==> config.mk <==
export PLATFORM = sky130hd
export DESIGN_NAME = i2cm_master
export DESIGN_NICKNAME = d
export VERILOG_FILES = /design/src/i2cm_pkg.sv /design/src/i2cm_fifo.sv /design/src/i2cm_master.sv
export SDC_FILE = /design/constraint.sdc
export NUM_CORES = 1
export LEC_CHECK = 0
export BUFFER_PORTS_ARGS = -buffer_cell sky130_fd_sc_hd__buf_2
export CORE_ASPECT_RATIO = 1.5
export CORE_UTILIZATION = 55
export CTS_BUF_LIST = sky130_fd_sc_hd__clkbuf_2
export CTS_CLUSTER_DIAMETER = 150
export DETAILED_ROUTE_END_ITERATION = 10
export GPL_TIMING_DRIVEN = 0
export PLACE_DENSITY = 0.75
export SYNTH_ARGS = -nofsm -noshare
export SYNTH_HDL_FRONTEND = slang
export SYNTH_SLANG_ARGS = --single-unit
==> constraint.sdc <==
create_clock -name i_clock -period 3.3 [get_ports i_clock]
set_input_delay 0.165 -clock i_clock [delete_from_list [all_inputs] [get_ports i_clock]]
set_output_delay 0.165 -clock i_clock [all_outputs]
set_load 0.02 [all_outputs]
==> src/i2cm_pkg.sv <==
// Purpose: Constants for the two-wire master sequencer
// Assumes: 125 MHz system clock, open-drain lines
// Notes:   Control and status bits are plain ports
// What this block does
// - Buffer write while receiving sets collision flag
// - Read address: interrupt and ack after ninth
// - Receive byte; eighth fall sets interrupt, full
// - Ack enable drives ack data, holds clock
// - Ack: release clock, wait period, pull low
// - Ack end clears enable, holds clock low in ST_HOLD
// - Buffer write during ack sets collision flag
// - Stop: data low, clock up, data up
// - Stop seen sets bit, later interrupt
// - Buffer write during stop sets collision flag
// - Clock held low after ninth falling edge
// - Completed byte wakes processor if enabled
// - Reset or disable clears detection bits
// - Claim bus only when free; stop interrupts
// - Released one read low sets bus collision
// - Transmit collision halts, clears full, releases
// - Condition collision aborts, clears enables
// - After arbitration loss, stop sets interrupt
// - Buffer write after collision restarts bit one
// - Lines low at start: abort, collision
// - Clock low during first start count collides
// - Early data fall resets generator count
// - Generator loads reload value, counts down
// - Receive enable ignored outside ST_IDLE and ST_HOLD
package i2cm_pkg;
    localparam int          BYTE_BITS   = 8;
    localparam logic [3:0]  LAST_BIT    = 4'h8;
    localparam logic [7:0]  BRG_RESET   = 8'h00;
    localparam logic [7:0]  BUF_RESET   = 8'h00;
    localparam int          FIFO_DEPTH  = 4;

    typedef enum logic [9:0] {
        ST_IDLE  = 10'h001,
        ST_START = 10'h002,
        ST_STRT2 = 10'h004,
        ST_TX    = 10'h008,
        ST_RX    = 10'h010,
        ST_ACK   = 10'h020,
        ST_STOP  = 10'h040,
        ST_STOP2 = 10'h080,
        ST_STOP3 = 10'h100,
        ST_HOLD  = 10'h200
    } i2cm_state_e;
endpackage : i2cm_pkg

==> src/i2cm_fifo.sv <==
// Purpose: Small synchronous FIFO for received bytes
// Assumes: Single clock
// Notes:   Width and depth shape the storage
`timescale 1ns/1ps
module i2cm_fifo #(
    parameter int WIDTH = 8,
    parameter int DEPTH = 4
) (
    input  wire logic             i_clock,
    input  wire logic             i_reset_n,
    input  wire logic             i_in_valid,
    output logic                  o_in_ready,
    input  wire logic [WIDTH-1:0] i_in_data,
    output logic                  o_out_valid,
    input  wire logic             i_out_ready,
    output logic [WIDTH-1:0]      o_out_data
);
    localparam int AW = $clog2(DEPTH);
    logic [WIDTH-1:0] mem [DEPTH];
    logic [AW-1:0]    wr_ptr;
    logic [AW-1:0]    rd_ptr;
    logic [AW:0]      count;
    logic             push;
    logic             pop;

    assign o_in_ready  = (count != (AW+1)'(DEPTH));
    assign o_out_valid = (count != '0);
    assign o_out_data  = mem[rd_ptr];
    assign push        = i_in_valid && o_in_ready;
    assign pop         = o_out_valid && i_out_ready;

    always_ff @(posedge i_clock) begin
        if (push) begin
            mem[wr_ptr] <= i_in_data;
        end
    end

    always_ff @(posedge i_clock or negedge i_reset_n) begin
        if (!i_reset_n) begin
            wr_ptr <= '0;
            rd_ptr <= '0;
            count  <= '0;
        end else begin
            if (push) begin
                wr_ptr <= (wr_ptr == AW'(DEPTH-1)) ? '0 : wr_ptr + 1'b1;
            end
            if (pop) begin
                rd_ptr <= (rd_ptr == AW'(DEPTH-1)) ? '0 : rd_ptr + 1'b1;
            end
            count <= count + (AW+1)'(push) - (AW+1)'(pop);
        end
    end
endmodule : i2cm_fifo

==> src/i2cm_master.sv <==
// Purpose: Master sequencer: start, byte transfer, ack, stop, arbitration
// Assumes: Line inputs are asynchronous; enable requests are one-cycle pulses
// Notes:   Received bytes pass a 4-word FIFO before the transfer buffer
`timescale 1ns/1ps
module i2cm_master
    import i2cm_pkg::*;
(
    input  wire logic       i_clock,
    input  wire logic       i_reset_n,
    input  wire logic       i_port_enable,
    input  wire logic [7:0] i_address_reload_register,
    input  wire logic       i_start_enable_set,
    input  wire logic       i_receive_enable_set,
    input  wire logic       i_ack_enable_set,
    input  wire logic       i_stop_enable_set,
    input  wire logic       i_ack_data,
    input  wire logic       i_buffer_write,
    input  wire logic [7:0] i_buffer_wdata,
    input  wire logic       i_buffer_read,
    input  wire logic       i_clear_serial_interrupt,
    input  wire logic       i_clear_bus_collision,
    input  wire logic       i_clear_write_collision,
    input  wire logic       i_interrupt_enable,
    input  wire logic       i_sleep,
    input  wire logic       i_scl_in,
    input  wire logic       i_sda_in,
    output logic            o_scl_oe,
    output logic            o_scl_out,
    output logic            o_sda_oe,
    output logic            o_sda_out,
    output logic [7:0]      o_transfer_buffer,
    output logic            o_buffer_full,
    output logic            o_write_collision_flag,
    output logic            o_serial_interrupt_flag,
    output logic            o_bus_collision_flag,
    output logic            o_ack_status,
    output logic            o_start_enable,
    output logic            o_receive_enable,
    output logic            o_ack_enable,
    output logic            o_stop_enable,
    output logic            o_start_detected,
    output logic            o_stop_detected,
    output logic            o_wake
);
    i2cm_state_e state;
    logic [1:0]  scl_sync;
    logic [1:0]  sda_sync;
    logic        scl;
    logic        sda;
    logic        scl_d;
    logic        sda_d;
    logic [7:0]  baud_generator;
    logic        brg_run;
    logic        tick;
    logic [7:0]  shift_register;
    logic [3:0]  bit_cnt;
    logic        phase_high;
    logic        is_read;
    logic        sda_drv_low;
    logic        scl_drv_low;
    logic        lost;
    logic        busy_wr;
    logic        fifo_in_valid;
    logic        fifo_in_ready;
    logic        fifo_out_valid;
    logic [7:0]  fifo_out_data;
    logic        take_fifo;
    logic        col_event;
    logic        si_event;

    // Two-stage synchronisers on the bus lines
    always_ff @(posedge i_clock or negedge i_reset_n) begin
        if (!i_reset_n) begin
            scl_sync <= 2'h3;
            sda_sync <= 2'h3;
            scl_d    <= 1'b1;
            sda_d    <= 1'b1;
        end else begin
            scl_sync <= {scl_sync[0], i_scl_in};
            sda_sync <= {sda_sync[0], i_sda_in};
            scl_d    <= scl_sync[1];
            sda_d    <= sda_sync[1];
        end
    end
    assign scl = scl_sync[1];
    assign sda = sda_sync[1];

    assign tick = brg_run && (baud_generator == BRG_RESET);
    always_ff @(posedge i_clock or negedge i_reset_n) begin
        if (!i_reset_n) begin
            baud_generator <= BRG_RESET;
        end else if (!brg_run || tick) begin
            baud_generator <= i_address_reload_register;
        end else begin
            baud_generator <= baud_generator - 8'h01;
        end
    end

    // Buffer writes are refused while any sequence is under way
    assign busy_wr = (state != ST_IDLE) && (state != ST_HOLD);

    assign take_fifo = fifo_out_valid && !o_buffer_full;

    // Main sequencer
    always_ff @(posedge i_clock or negedge i_reset_n) begin
        if (!i_reset_n) begin
            state          <= ST_IDLE;
            brg_run        <= 1'b0;
            shift_register <= BUF_RESET;
            bit_cnt        <= '0;
            phase_high     <= 1'b0;
            is_read        <= 1'b0;
            sda_drv_low    <= 1'b0;
            scl_drv_low    <= 1'b0;
            col_event      <= 1'b0;
            si_event       <= 1'b0;
            fifo_in_valid  <= 1'b0;
            o_ack_status   <= 1'b0;
            o_start_enable <= 1'b0;
            o_receive_enable <= 1'b0;
            o_ack_enable   <= 1'b0;
            o_stop_enable  <= 1'b0;
            lost           <= 1'b0;
        end else begin
            col_event     <= 1'b0;
            si_event      <= 1'b0;
            fifo_in_valid <= fifo_in_valid && !fifo_in_ready;
            if (!i_port_enable) begin
                state       <= ST_IDLE;
                brg_run     <= 1'b0;
                sda_drv_low <= 1'b0;
                scl_drv_low <= 1'b0;
                o_start_enable   <= 1'b0;
                o_receive_enable <= 1'b0;
                o_ack_enable     <= 1'b0;
                o_stop_enable    <= 1'b0;
            end else begin
                unique case (state)
                    ST_IDLE, ST_HOLD: begin
                        if (i_start_enable_set) begin
                            o_start_enable <= 1'b1;
                            if (!sda || !scl) begin
                                col_event      <= 1'b1;
                                o_start_enable <= 1'b0;
                                sda_drv_low    <= 1'b0;
                                scl_drv_low    <= 1'b0;
                                state          <= ST_IDLE;
                            end else begin
                                lost    <= 1'b0;
                                brg_run <= 1'b1;
                                state   <= ST_START;
                            end
                        end else if (i_buffer_write) begin
                            shift_register <= i_buffer_wdata;
                            is_read        <= i_buffer_wdata[0];
                            bit_cnt        <= '0;
                            phase_high     <= 1'b0;
                            brg_run        <= 1'b1;
                            sda_drv_low    <= !i_buffer_wdata[7];
                            lost           <= 1'b0;
                            state          <= ST_TX;
                        end else if (i_receive_enable_set) begin
                            o_receive_enable <= 1'b1;
                            bit_cnt     <= '0;
                            phase_high  <= 1'b0;
                            sda_drv_low <= 1'b0;
                            brg_run     <= 1'b1;
                            state       <= ST_RX;
                        end else if (i_ack_enable_set) begin
                            o_ack_enable <= 1'b1;
                            scl_drv_low  <= 1'b1;
                            sda_drv_low  <= !i_ack_data;
                            phase_high   <= 1'b0;
                            brg_run      <= 1'b1;
                            state        <= ST_ACK;
                        end else if (i_stop_enable_set) begin
                            o_stop_enable <= 1'b1;
                            scl_drv_low   <= 1'b1;
                            sda_drv_low   <= 1'b1;
                            state         <= ST_STOP;
                        end
                    end
                    ST_START: begin
                        if (!scl) begin
                            col_event      <= 1'b1;
                            o_start_enable <= 1'b0;
                            sda_drv_low    <= 1'b0;
                            scl_drv_low    <= 1'b0;
                            brg_run        <= 1'b0;
                            state          <= ST_IDLE;
                        // Early data fall or count end
                        end else if (!sda || tick) begin
                            sda_drv_low <= 1'b1;
                            brg_run     <= 1'b0;
                            state       <= ST_STRT2;
                        end
                    end
                    ST_STRT2: begin
                        brg_run <= 1'b1;
                        if (tick) begin
                            scl_drv_low    <= 1'b1;
                            brg_run        <= 1'b0;
                            o_start_enable <= 1'b0;
                            si_event       <= 1'b1;
                            state          <= ST_HOLD;
                        end
                    end
                    ST_TX, ST_RX: begin
                        if (!phase_high) begin
                            scl_drv_low <= 1'b1;
                            if (tick) begin
                                scl_drv_low <= 1'b0;
                                phase_high  <= 1'b1;
                                brg_run     <= 1'b0;
                            end
                        end else if (scl) begin
                            brg_run <= 1'b1;
                            if (state == ST_TX && bit_cnt < LAST_BIT && !sda_drv_low
                                && !sda) begin
                                col_event   <= 1'b1;
                                lost        <= 1'b1;
                                sda_drv_low <= 1'b0;
                                scl_drv_low <= 1'b0;
                                brg_run     <= 1'b0;
                                state       <= ST_IDLE;
                            end else if (tick) begin
                                scl_drv_low <= 1'b1;
                                phase_high  <= 1'b0;
                                bit_cnt     <= bit_cnt + 4'h1;
                                if (state == ST_RX) begin
                                    shift_register <= {shift_register[6:0], sda};
                                    if (bit_cnt == LAST_BIT - 4'h1) begin
                                        fifo_in_valid    <= 1'b1;
                                        o_receive_enable <= 1'b0;
                                        si_event         <= 1'b1;
                                        brg_run          <= 1'b0;
                                        state            <= ST_HOLD;
                                    end
                                end else if (bit_cnt == LAST_BIT) begin
                                    o_ack_status <= sda;
                                    si_event     <= 1'b1;
                                    brg_run      <= 1'b0;
                                    state        <= ST_HOLD;
                                end else begin
                                    shift_register <= {shift_register[6:0], 1'b1};
                                    sda_drv_low <= (bit_cnt == LAST_BIT - 4'h1) ? 1'b0
                                                                               : !shift_register[6];
                                end
                            end
                        end
                    end
                    ST_ACK: begin
                        if (!phase_high) begin
                            if (tick) begin
                                scl_drv_low <= 1'b0;
                                phase_high  <= 1'b1;
                                brg_run     <= 1'b0;
                            end
                        end else if (scl) begin
                            brg_run <= 1'b1;
                            if (!sda_drv_low && !sda) begin
                                col_event    <= 1'b1;
                                o_ack_enable <= 1'b0;
                                brg_run      <= 1'b0;
                                state        <= ST_IDLE;
                            end else if (tick) begin
                                scl_drv_low  <= 1'b1;
                                o_ack_enable <= 1'b0;
                                si_event     <= 1'b1;
                                brg_run      <= 1'b0;
                                state        <= ST_HOLD;
                            end
                        end
                    end
                    ST_STOP: begin
                        brg_run <= !sda;
                        if (tick) begin
                            scl_drv_low <= 1'b0;
                            brg_run     <= 1'b0;
                            state       <= ST_STOP2;
                        end
                    end
                    ST_STOP2: begin
                        brg_run <= scl;
                        if (tick) begin
                            sda_drv_low <= 1'b0;
                            brg_run     <= 1'b0;
                            state       <= ST_STOP3;
                        end
                    end
                    ST_STOP3: begin
                        brg_run <= o_stop_detected;
                        if (tick) begin
                            o_stop_enable <= 1'b0;
                            si_event      <= 1'b1;
                            brg_run       <= 1'b0;
                            state         <= ST_IDLE;
                        end
                    end
                endcase
            end
            if (lost && scl && !sda_d && sda) begin
                si_event <= 1'b1;
                lost     <= 1'b0;
            end
        end
    end

    // Drive lines: output low when enabled
    always_ff @(posedge i_clock or negedge i_reset_n) begin
        if (!i_reset_n) begin
            o_scl_oe  <= 1'b0;
            o_sda_oe  <= 1'b0;
            o_scl_out <= 1'b0;
            o_sda_out <= 1'b0;
        end else begin
            o_scl_oe  <= scl_drv_low;
            o_sda_oe  <= sda_drv_low;
            o_scl_out <= 1'b0;
            o_sda_out <= 1'b0;
        end
    end

    // Bus condition detection
    always_ff @(posedge i_clock or negedge i_reset_n) begin
        if (!i_reset_n) begin
            o_start_detected <= 1'b0;
            o_stop_detected  <= 1'b0;
        end else if (!i_port_enable) begin
            o_start_detected <= 1'b0;
            o_stop_detected  <= 1'b0;
        end else if (scl && scl_d && sda_d && !sda) begin
            o_start_detected <= 1'b1;
            o_stop_detected  <= 1'b0;
        end else if (scl && scl_d && !sda_d && sda) begin
            o_start_detected <= 1'b0;
            o_stop_detected  <= 1'b1;
        end
    end

    // Transfer buffer, full and collision flags
    always_ff @(posedge i_clock or negedge i_reset_n) begin
        if (!i_reset_n) begin
            o_transfer_buffer      <= BUF_RESET;
            o_buffer_full          <= 1'b0;
            o_write_collision_flag <= 1'b0;
            o_serial_interrupt_flag <= 1'b0;
            o_bus_collision_flag   <= 1'b0;
            o_wake                 <= 1'b0;
        end else begin
            if (i_buffer_write && busy_wr) begin
                o_write_collision_flag <= 1'b1;
            end else if (i_clear_write_collision) begin
                o_write_collision_flag <= 1'b0;
            end
            if (col_event) begin
                o_buffer_full <= 1'b0;
            end else if (take_fifo) begin
                o_transfer_buffer <= fifo_out_data;
                o_buffer_full     <= 1'b1;
            end else if (i_buffer_write && !busy_wr) begin
                o_transfer_buffer <= i_buffer_wdata;
                o_buffer_full     <= 1'b1;
            end else if (i_buffer_read || (state == ST_TX && bit_cnt == LAST_BIT)) begin
                o_buffer_full <= 1'b0;
            end
            if (si_event || (i_interrupt_enable && scl && !sda_d && sda && lost)) begin
                o_serial_interrupt_flag <= 1'b1;
            end else if (i_clear_serial_interrupt) begin
                o_serial_interrupt_flag <= 1'b0;
            end
            if (col_event) begin
                o_bus_collision_flag <= 1'b1;
            end else if (i_clear_bus_collision) begin
                o_bus_collision_flag <= 1'b0;
            end
            o_wake <= i_sleep && i_interrupt_enable && o_serial_interrupt_flag;
        end
    end

    i2cm_fifo #(
        .WIDTH (BYTE_BITS),
        .DEPTH (FIFO_DEPTH)
    ) u_rx_fifo (
        .i_clock     (i_clock),
        .i_reset_n   (i_reset_n),
        .i_in_valid  (fifo_in_valid),
        .o_in_ready  (fifo_in_ready),
        .i_in_data   (shift_register),
        .o_out_valid (fifo_out_valid),
        .i_out_ready (!o_buffer_full),
        .o_out_data  (fifo_out_data)
    );
endmodule : i2cm_master

# After elaboration in Yosys (flattened, before gate mapping)
# Memory sizes are Yosys's and may differ from the RTL's.
# Cells that the tools add are included.
# totals
register_bits,73
memories,1
romBits,0
latch_bits,0
mem_bits_rw,32
# memory_table
memory,words,width,read_ports,rd_ports_with_merged_regs,wr,line,source
u_rx_fifo.mem,4,8,1,0,1,i2cm_fifo.sv:19,logic [WIDTH-1:0] mem [DEPTH];
# classes
addsub,6
reduce_logical,70
n_eq_ne,76
n_mux,201
n_shift,0
n_bitwise,3
magnitude_cmp,1
div_mod_pow,0
n_mul,0
# op_table
op,count
2-to-1 mux 10 bit,22
2-to-1 mux 1 bit,144
2-to-1 mux 8 bit,11
inequality test 3 bit (second input constant),27
one-hot mux 10 bit (8 select lines),1
inequality test 4 bit (second input constant),15
2-to-1 mux 4 bit,7
logical AND 1 bit,26
AND reduction 8 bit,3
AND reduction 10 bit,2
AND reduction 9 bit,2
one-hot mux 8 bit (2 select lines),1
inequality test 5 bit (second input constant),3
AND reduction 7 bit,2
inequality test 2 bit (second input constant),6
inequality test 3 x 1 -> 1 bit (second input constant),4
AND reduction 12 bit,1
nonzero test 2 bit,6
zero test 1 bit,11
== test 10 x 1 -> 1 bit (second input constant),1
== test 10 bit (second input constant),1
== test 10 x 2 -> 1 bit (second input constant),1
== test 10 x 3 -> 1 bit (second input constant),1
== test 10 x 4 -> 1 bit (second input constant),1
37 further kinds,58

# Depth between registers and ports, before layout
# depth
depth_word,11
mapped_depth,10
ltp_nobuf,9

# By module
# From an unflattened synthesis, not the netlist that was laid out.
# hier_totals
cells_unflattened,511
area_unflattened_um2,5407.7
# by_module_without_submodules
mod,instances,area_each_um2,cells_each
i2cm_master,1,3809.9,431
i2cm_fifo,1,1597.8,80

# Worst setup path after synthesis
# Ideal clock, no wire load.
# synth_path
kind,flip-flop to flip-flop
from,reg state[6]
to,reg scl_drv_low
required_ns,3.224
t_arrival_ns,2.364
synth_period_minus_slack_ns,2.440
setup_ns,0.076
setup_slack_ns,0.860
stages_incl_launch_ff,8
cell_sequence,dfrtp_1 buf_6 or4_4 or4b_4 nand4_2 o211ai_2 or4_1 o21ai_1
# synth_via
elab_chain_len,9
# synth_lines
element,line,source
from (decl),i2cm_master.sv:45,i2cm_state_e state;
from (signal assigned),i2cm_master.sv:107,state <= ST_IDLE;
from (signal assigned),i2cm_master.sv:129,state <= ST_IDLE;
from (signal assigned),i2cm_master.sv:147,state <= ST_IDLE;
== test 10 x 4 -> 1 bit,"i2cm_master.sv:138, i2cm_master.sv:218",
logical AND 1 bit (2 in series),i2cm_master.sv:218,if (state == ST_TX && bit_cnt < LAST_BIT && !sda_drv_low
logical AND 1 bit,i2cm_master.sv:219,&& !sda) begin
2-to-1 mux 1 bit,i2cm_master.sv:218,
2-to-1 mux 1 bit,i2cm_master.sv:216,end else if (scl) begin
2-to-1 mux 1 bit,i2cm_master.sv:209,if (!phase_high) begin
one-hot mux 1 bit (6 select lines),i2cm_master.sv:138,unique case (state)
2-to-1 mux 1 bit,i2cm_master.sv:128,if (!i_port_enable) begin
to (signal assigned),i2cm_master.sv:132,scl_drv_low <= 1'b0;
to (signal assigned),i2cm_master.sv:210,scl_drv_low <= 1'b1;
to (signal assigned),i2cm_master.sv:212,scl_drv_low <= 1'b0;
to (decl),i2cm_master.sv:60,logic scl_drv_low;
# Parallel ways exist; a longest one is shown, timed or not. The select of a mux whose other input is x is not followed.
# A chain may end at the register's enable or synchronous reset.

# Final worst setup path
# layout_path
from,reg state[7]
to,reg sda_drv_low
# layout_via
elab_chain_len,9
# layout_lines
element,line,source
== test 10 x 4 -> 1 bit,"i2cm_master.sv:138, i2cm_master.sv:218",
logical AND 1 bit (2 in series),i2cm_master.sv:218,
logical AND 1 bit,i2cm_master.sv:219,
2-to-1 mux 1 bit,i2cm_master.sv:218,
2-to-1 mux 1 bit,i2cm_master.sv:216,
2-to-1 mux 1 bit,i2cm_master.sv:209,
one-hot mux 1 bit (4 select lines),i2cm_master.sv:138,
2-to-1 mux 1 bit,i2cm_master.sv:128,
to (signal assigned),i2cm_master.sv:159,sda_drv_low <= !i_buffer_wdata[7];
to (signal assigned),i2cm_master.sv:172,sda_drv_low <= !i_ack_data;
to (signal assigned),i2cm_master.sv:246,sda_drv_low <= (bit_cnt == LAST_BIT - 4'h1) ? 1'b0
to (decl),i2cm_master.sv:59,logic sda_drv_low;
# Parallel ways exist; a longest one is shown, timed or not. The select of a mux whose other input is x is not followed.

==> flow_summary.html <==
<table>
<tr><th>Metric</th><th>Value</th></tr>
<tr><th colspan="2">Outcome</th></tr>
<tr><td>Status</td><td>finished, violations left</td></tr>
<tr><td>Violated checks</td><td>design-rule violations</td></tr>
<tr><th colspan="2">Synthesis</th></tr>
<tr><td>Distinct cells, synth</td><td>79</td></tr>
<tr><td>Post-synthesis async set-or-reset flop share</td><td>between 60% and 70%</td></tr>
<tr><td>Cell Area, Synth</td><td>5580 µm²</td></tr>
<tr><td>Cells after synthesis</td><td>524</td></tr>
<tr><td>Synth top area share</td><td>29.6%</td></tr>
<tr><td>Number of enable-type register cells in the synthesized netlist</td><td>32</td></tr>
<tr><td>Flops &amp; latches, synth</td><td>105</td></tr>
<tr><td>Top cell type by total area after synthesis</td><td>sky130_fd_sc_hd__dfrtp_1</td></tr>
<tr><td>Leading post-synthesis cells by instance count</td><td>sky130_fd_sc_hd__dfrtp_1 (66), sky130_fd_sc_hd__nand2_1 (66), sky130_fd_sc_hd__nor2_1 (37)</td></tr>
<tr><td>Mean area per synthesized cell</td><td>10.6 µm²</td></tr>
<tr><td>Part of the Yosys area used for sequential elements</td><td>50.1%</td></tr>
<tr><td>Most area-consuming cells after synthesis</td><td>sky130_fd_sc_hd__dfrtp_1 (30%), sky130_fd_sc_hd__edfxtp_1 (17%), sky130_fd_sc_hd__nand2_1 (4.4%)</td></tr>
<tr><td>Post-synth top flop</td><td>sky130_fd_sc_hd__dfrtp_1</td></tr>
<tr><td>Count of yosys warnings during synthesis</td><td>0</td></tr>
<tr><th colspan="2">Final layout</th></tr>
<tr><td>Final cell utilization of the core</td><td>66.8%</td></tr>
<tr><td>Number of filler cells placed in the layout</td><td>around 770</td></tr>
<tr><td>Area Growth Syn to Fin</td><td>16.6%</td></tr>
<tr><td>Share of cells above drive strength 1</td><td>20.4%</td></tr>
<tr><td>Net count, final</td><td>673</td></tr>
<tr><td>Antenna cell count</td><td>0</td></tr>
<tr><th colspan="2">Placement</th></tr>
<tr><td>Global placer's final weighted congestion</td><td>~0.98</td></tr>
<tr><td>Count of port buffers added during placement</td><td>53</td></tr>
<tr><td>DP Wirelength</td><td>between 10000 and 15000 µm</td></tr>
<tr><th colspan="2">Worst setup path</th></tr>
<tr><td>FF-to-FF setup slack</td><td>around 0.092 ns</td></tr>
<tr><td>Kind of start point of the critical path</td><td>register</td></tr>
<tr><td>Worst r2r src</td><td>state[7]$_DFFE_PN0P_</td></tr>
<tr><td>Data arrival time at the worst-slack endpoint</td><td>3.72 ns</td></tr>
<tr><td>Slowest stage cell on the critical path</td><td>sky130_fd_sc_hd__nor4_1</td></tr>
<tr><td>Destination of the worst register-to-register timing path</td><td>sda_drv_low$_DFFE_PN0P_</td></tr>
<tr><td>Number of buffers and inverters on the critical path</td><td>0</td></tr>
<tr><td>Endpoint class of the critical path</td><td>register</td></tr>
<tr><td>Worst endpoint required time</td><td>roughly 3.8 ns</td></tr>
<tr><td>Series of cell instances along the critical path</td><td>or4_4 -&gt; nor4_1 -&gt; nor4_1 -&gt; nor4_1 -&gt; a21oi_1 -&gt; a311oi_1</td></tr>
<tr><td>Cell mode on critical path</td><td>sky130_fd_sc_hd__nor4_1</td></tr>
<tr><td>Worst path max stage delay</td><td>just over 1 ns</td></tr>
<tr><td>Crit path max fanout</td><td>7</td></tr>
<tr><td>Critical path start-end classification</td><td>register to register</td></tr>
<tr><td>Critical path's top delay family</td><td>simple AND/OR/NAND/NOR gates</td></tr>
<tr><td>Length in cells of the worst reg-to-reg path</td><td>6</td></tr>
<tr><th colspan="2">Power</th></tr>
<tr><td>P_leak</td><td>2.73 nW</td></tr>
<tr><td>Total Power</td><td>2.87 mW</td></tr>
<tr><td>Psw</td><td>0.967 mW</td></tr>
<tr><td>Power density normalized to cell area</td><td>441 nW/µm²</td></tr>
<tr><td>Maximum ir drop on the vdd rail</td><td>about 240 µV</td></tr>
<tr><td>Clock share of power</td><td>20.7%</td></tr>
<tr><td>Switching fraction of total power</td><td>33.7%</td></tr>
<tr><td>Share of total power in sequential cells</td><td>between 50% and 60%</td></tr>
<tr><td>Combinational share of power</td><td>21.7%</td></tr>
<tr><td>Internal power</td><td>1.90 mW</td></tr>
<tr><th colspan="2">Timing</th></tr>
<tr><td>Achievable frequency</td><td>0.312 GHz</td></tr>
<tr><td>Clock period minus worst slack</td><td>around 3.2 ns</td></tr>
<tr><td>Post-route clock period utilization</td><td>97.2%</td></tr>
<tr><td>Transition time at the pin with the least slew margin</td><td>1.25 ns</td></tr>
<tr><td>Count of pins over their slew limit</td><td>0</td></tr>
<tr><td>Final total negative setup slack</td><td>0 ns</td></tr>
<tr><td>Worst slew margin relative to its limit</td><td>15.6%</td></tr>
<tr><td>Final number of hold-violating endpoints</td><td>0</td></tr>
<tr><td>Clock skew</td><td>0.0285 ns</td></tr>
<tr><td>Final setup fails</td><td>0</td></tr>
<tr><td>RSZ-0062 raised after global routing</td><td>false</td></tr>
<tr><th colspan="2">Floorplanning</th></tr>
<tr><td>Floorplan die height</td><td>125 µm</td></tr>
<tr><td>Top-level I/O count</td><td>57</td></tr>
<tr><td>Horizontal die dimension</td><td>roughly 84 µm</td></tr>
<tr><td>Core area</td><td>roughly 9700 µm²</td></tr>
<tr><td>Starting density of the core</td><td>between 50% and 60%</td></tr>
<tr><td>Floorplan row count</td><td>44</td></tr>
<tr><td>Area of the die</td><td>10600 µm²</td></tr>
<tr><th colspan="2">Hold path</th></tr>
<tr><td>Hold Path Class</td><td>input port to register</td></tr>
<tr><td>Startpoint of the worst hold path</td><td>i_start_enable_set</td></tr>
<tr><td>Cell count of the worst hold path</td><td>6</td></tr>
<tr><td>WHS Endpoint</td><td>o_ack_enable$_DFFE_PN0P_</td></tr>
<tr><th colspan="2">Clock tree</th></tr>
<tr><td>Clock insertion delay at the later pin of the skew report</td><td>roughly 0.6 ns</td></tr>
<tr><td>Clock-pin slew on the worst setup and hold paths</td><td>around 0.30 ns</td></tr>
<tr><td>H-tree depth</td><td>3</td></tr>
<tr><td>Root Driver</td><td>sky130_fd_sc_hd__clkbuf_2</td></tr>
<tr><td>Num CTS Buffers</td><td>9</td></tr>
<tr><td>TritonCTS clock tree</td><td>done</td></tr>
<tr><td>CTS sink count</td><td>105</td></tr>
<tr><td>Maximum buffer depth of the clock tree</td><td>2</td></tr>
<tr><th colspan="2">Global routing</th></tr>
<tr><td>Global-route wire length before repair</td><td>between 20000 and 25000 µm</td></tr>
<tr><td>Aggregate global routing overflow</td><td>0</td></tr>
<tr><td>Initial antenna violation count</td><td>0</td></tr>
<tr><td>Number of global-route vias before repair</td><td>roughly 4600</td></tr>
<tr><td>Maximum number of pins on one net before global-route repair</td><td>42</td></tr>
<tr><td>Overall track demand over capacity in global routing</td><td>30.5%</td></tr>
<tr><th colspan="2">Route</th></tr>
<tr><td>Drt via density</td><td>6.13</td></tr>
<tr><td>Post-route DRC violation count</td><td>8</td></tr>
<tr><td>Residual antenna-violating net count after detailed routing</td><td>0</td></tr>
<tr><td>Final WL</td><td>15300 µm</td></tr>
<tr><td>Number of DRC markers after the initial detailed-route iteration</td><td>290</td></tr>
<tr><td>WL/cell</td><td>20.4 µm</td></tr>
<tr><td>Vias</td><td>4587</td></tr>
<tr><td>Count of TritonRoute iterations in the first routing pass</td><td>8</td></tr>
<tr><th colspan="2">Job</th></tr>
<tr><td>Max Cap Viol</td><td>0</td></tr>
</table>
-- power groups by stage --
stage / logic [mW] / clock network [mW] / registers [mW]
2_1_floorplan: 0.330 / 0 / 1.70
3_3_place_gp: 0.563 / 0 / 1.66
3_5_place_dp: 0.576 / 0 / 1.68
4_1_cts: 0.611 / 0.608 / 1.65
5_1_grt: 0.674 / 0.664 / 1.67
6_report: 0.623 / 0.595 / 1.65
-- per-stage QoR --
| step | area, µm² | std cells | hold WS (ns) | setup WS (ns) |
|---|---|---|---|---|
| after global routing | 6510 | 748 | 0.00364 | 0.0872 |
| after detailed placement | 6020 | 694 | 0.151 | 0.139 |
| after CTS | 6480 | 745 | 0.00832 | 0.0423 |
| after global placement | 5990 | 693 | 0.270 | 0.143 |
| after floorplan | 5580 | 525 | -0.131 | 0.860 |
| final | 6510 | 748 | 0.0264 | 0.0919 |
-- flip-flops by register name, indices dropped and copies added (netlist names), 2 cells and up --
register and cells:
u_rx_fifo.rd_ptr 2, u_rx_fifo.mem 32, sda_sync 2, u_rx_fifo.count 3, scl_sync 2, o_transfer_buffer 8
shift_register 8, u_rx_fifo.wr_ptr 2, bit_cnt 4, state 10, baud_generator 8
-- placed cells by master (no fill, tap or decap), types with 4 or more instances in the layout --
master,synthesis,final
sky130_fd_sc_hd__inv_1,21,21
sky130_fd_sc_hd__and3_1,6,6
sky130_fd_sc_hd__mux2i_1,11,11
sky130_fd_sc_hd__a31oi_1,6,6
sky130_fd_sc_hd__dlygate4sd3_1,1,36
sky130_fd_sc_hd__buf_2,2,54
sky130_fd_sc_hd__buf_4,2,6
sky130_fd_sc_hd__clkbuf_1,11,11
sky130_fd_sc_hd__nand3_1,17,17
sky130_fd_sc_hd__ha_1,11,11
sky130_fd_sc_hd__mux4_2,8,8
sky130_fd_sc_hd__edfxtp_1,32,32
sky130_fd_sc_hd__nor3_1,12,11
sky130_fd_sc_hd__mux2_2,10,10
sky130_fd_sc_hd__nor4b_1,4,4
sky130_fd_sc_hd__dfrtp_1,66,66
sky130_fd_sc_hd__o31ai_1,4,4
sky130_fd_sc_hd__a21oi_1,34,34
sky130_fd_sc_hd__nand3b_1,4,4
sky130_fd_sc_hd__o22ai_1,5,5
sky130_fd_sc_hd__xnor2_1,7,7
sky130_fd_sc_hd__nand2b_1,4,4
sky130_fd_sc_hd__nand4_1,10,10
sky130_fd_sc_hd__nor4_1,6,6
sky130_fd_sc_hd__buf_6,6,6
sky130_fd_sc_hd__and2_1,11,11
sky130_fd_sc_hd__clkbuf_2,0,9
sky130_fd_sc_hd__nor2_1,37,37
sky130_fd_sc_hd__dfstp_2,7,7
sky130_fd_sc_hd__o21ai_0,30,30
sky130_fd_sc_hd__xor2_1,5,5
sky130_fd_sc_hd__nand2_1,66,66
-- logic make-up (layout without fill, tap and decap cells) --
family / Yosys count / in the layout / synth area share, %
flip-flops: 105 / 105 / 50.1
adder cells (fa/ha/maj): 12 / 12 / 2.83
other: 1 / 2 / 0.0672
AO/OA/AOI/OAI: 112 / 112 / 12.9
AND/OR/NAND/NOR: 206 / 206 / 20.2
multiplexers: 29 / 29 / 7.22
buffers and inverters: 47 / 155 / 4.73
XOR/XNOR: 12 / 12 / 1.88
-- metal layers --
metal  wire length (µm)  global-route usage (%)
met1               5480                    33.5
met2               8240                    55.9
met3                765                    4.42
met4                800                    16.9
met5                  0                       0
-- worst register-to-register path: cells and delay by family (launching register included) --
family	cells	cell delay (ns)
flip-flops	1	0.54
AND/OR/NAND/NOR	4	2.17
AO/OA/AOI/OAI	2	0.41
-- layout make-up --
cell class / instances / area (µm²) / share of cell area, %
sequential: 105 / 2800 / 43.0
multi-input combinational: 373 / 2530 / 38.9
timing repair buffer: 92 / 661 / 10.1
buffer: 26 / 185 / 2.85
tap: 115 / 144 / 2.21
inverter: 21 / 78.8 / 1.21
clock inverter: 7 / 70.1 / 1.08
clock buffer: 9 / 45.0 / 0.692
-- timing repair --
item / in CTS / in global routing
hold buffers: 35 / 0
gates resized for setup: 0 / 1
hold endpoints to repair: 104 / 0
buffers inserted: 0 / 3
setup endpoints to repair: 0 / 9
-- how the worst max path moves through the flow --
| stage | to | from | cells past startpoint | slack [ns] |
|---|---|---|---|---|
| 2_1_floorplan | scl_drv_low$_DFFE_PN0P_ | state[6]$_DFFE_PN0P_ | 7 | 0.86 |
| 3_3_place_gp | o_transfer_buffer[5]$_DFFE_PN0P_ | state[1]$_DFFE_PN0P_ | 8 | 0.14 |
| 3_5_place_dp | o_transfer_buffer[5]$_DFFE_PN0P_ | state[1]$_DFFE_PN0P_ | 8 | 0.14 |
| 5_1_grt | state[6]$_DFFE_PN0P_ | state[7]$_DFFE_PN0P_ | 7 | 0.09 |
| 6_report | sda_drv_low$_DFFE_PN0P_ | state[7]$_DFFE_PN0P_ | 6 | 0.09 |
| 4_1_cts | o_transfer_buffer[5]$_DFFE_PN0P_ | state[1]$_DFFE_PN0P_ | 8 | 0.04 |
Power figures use the tool's default switching activity.
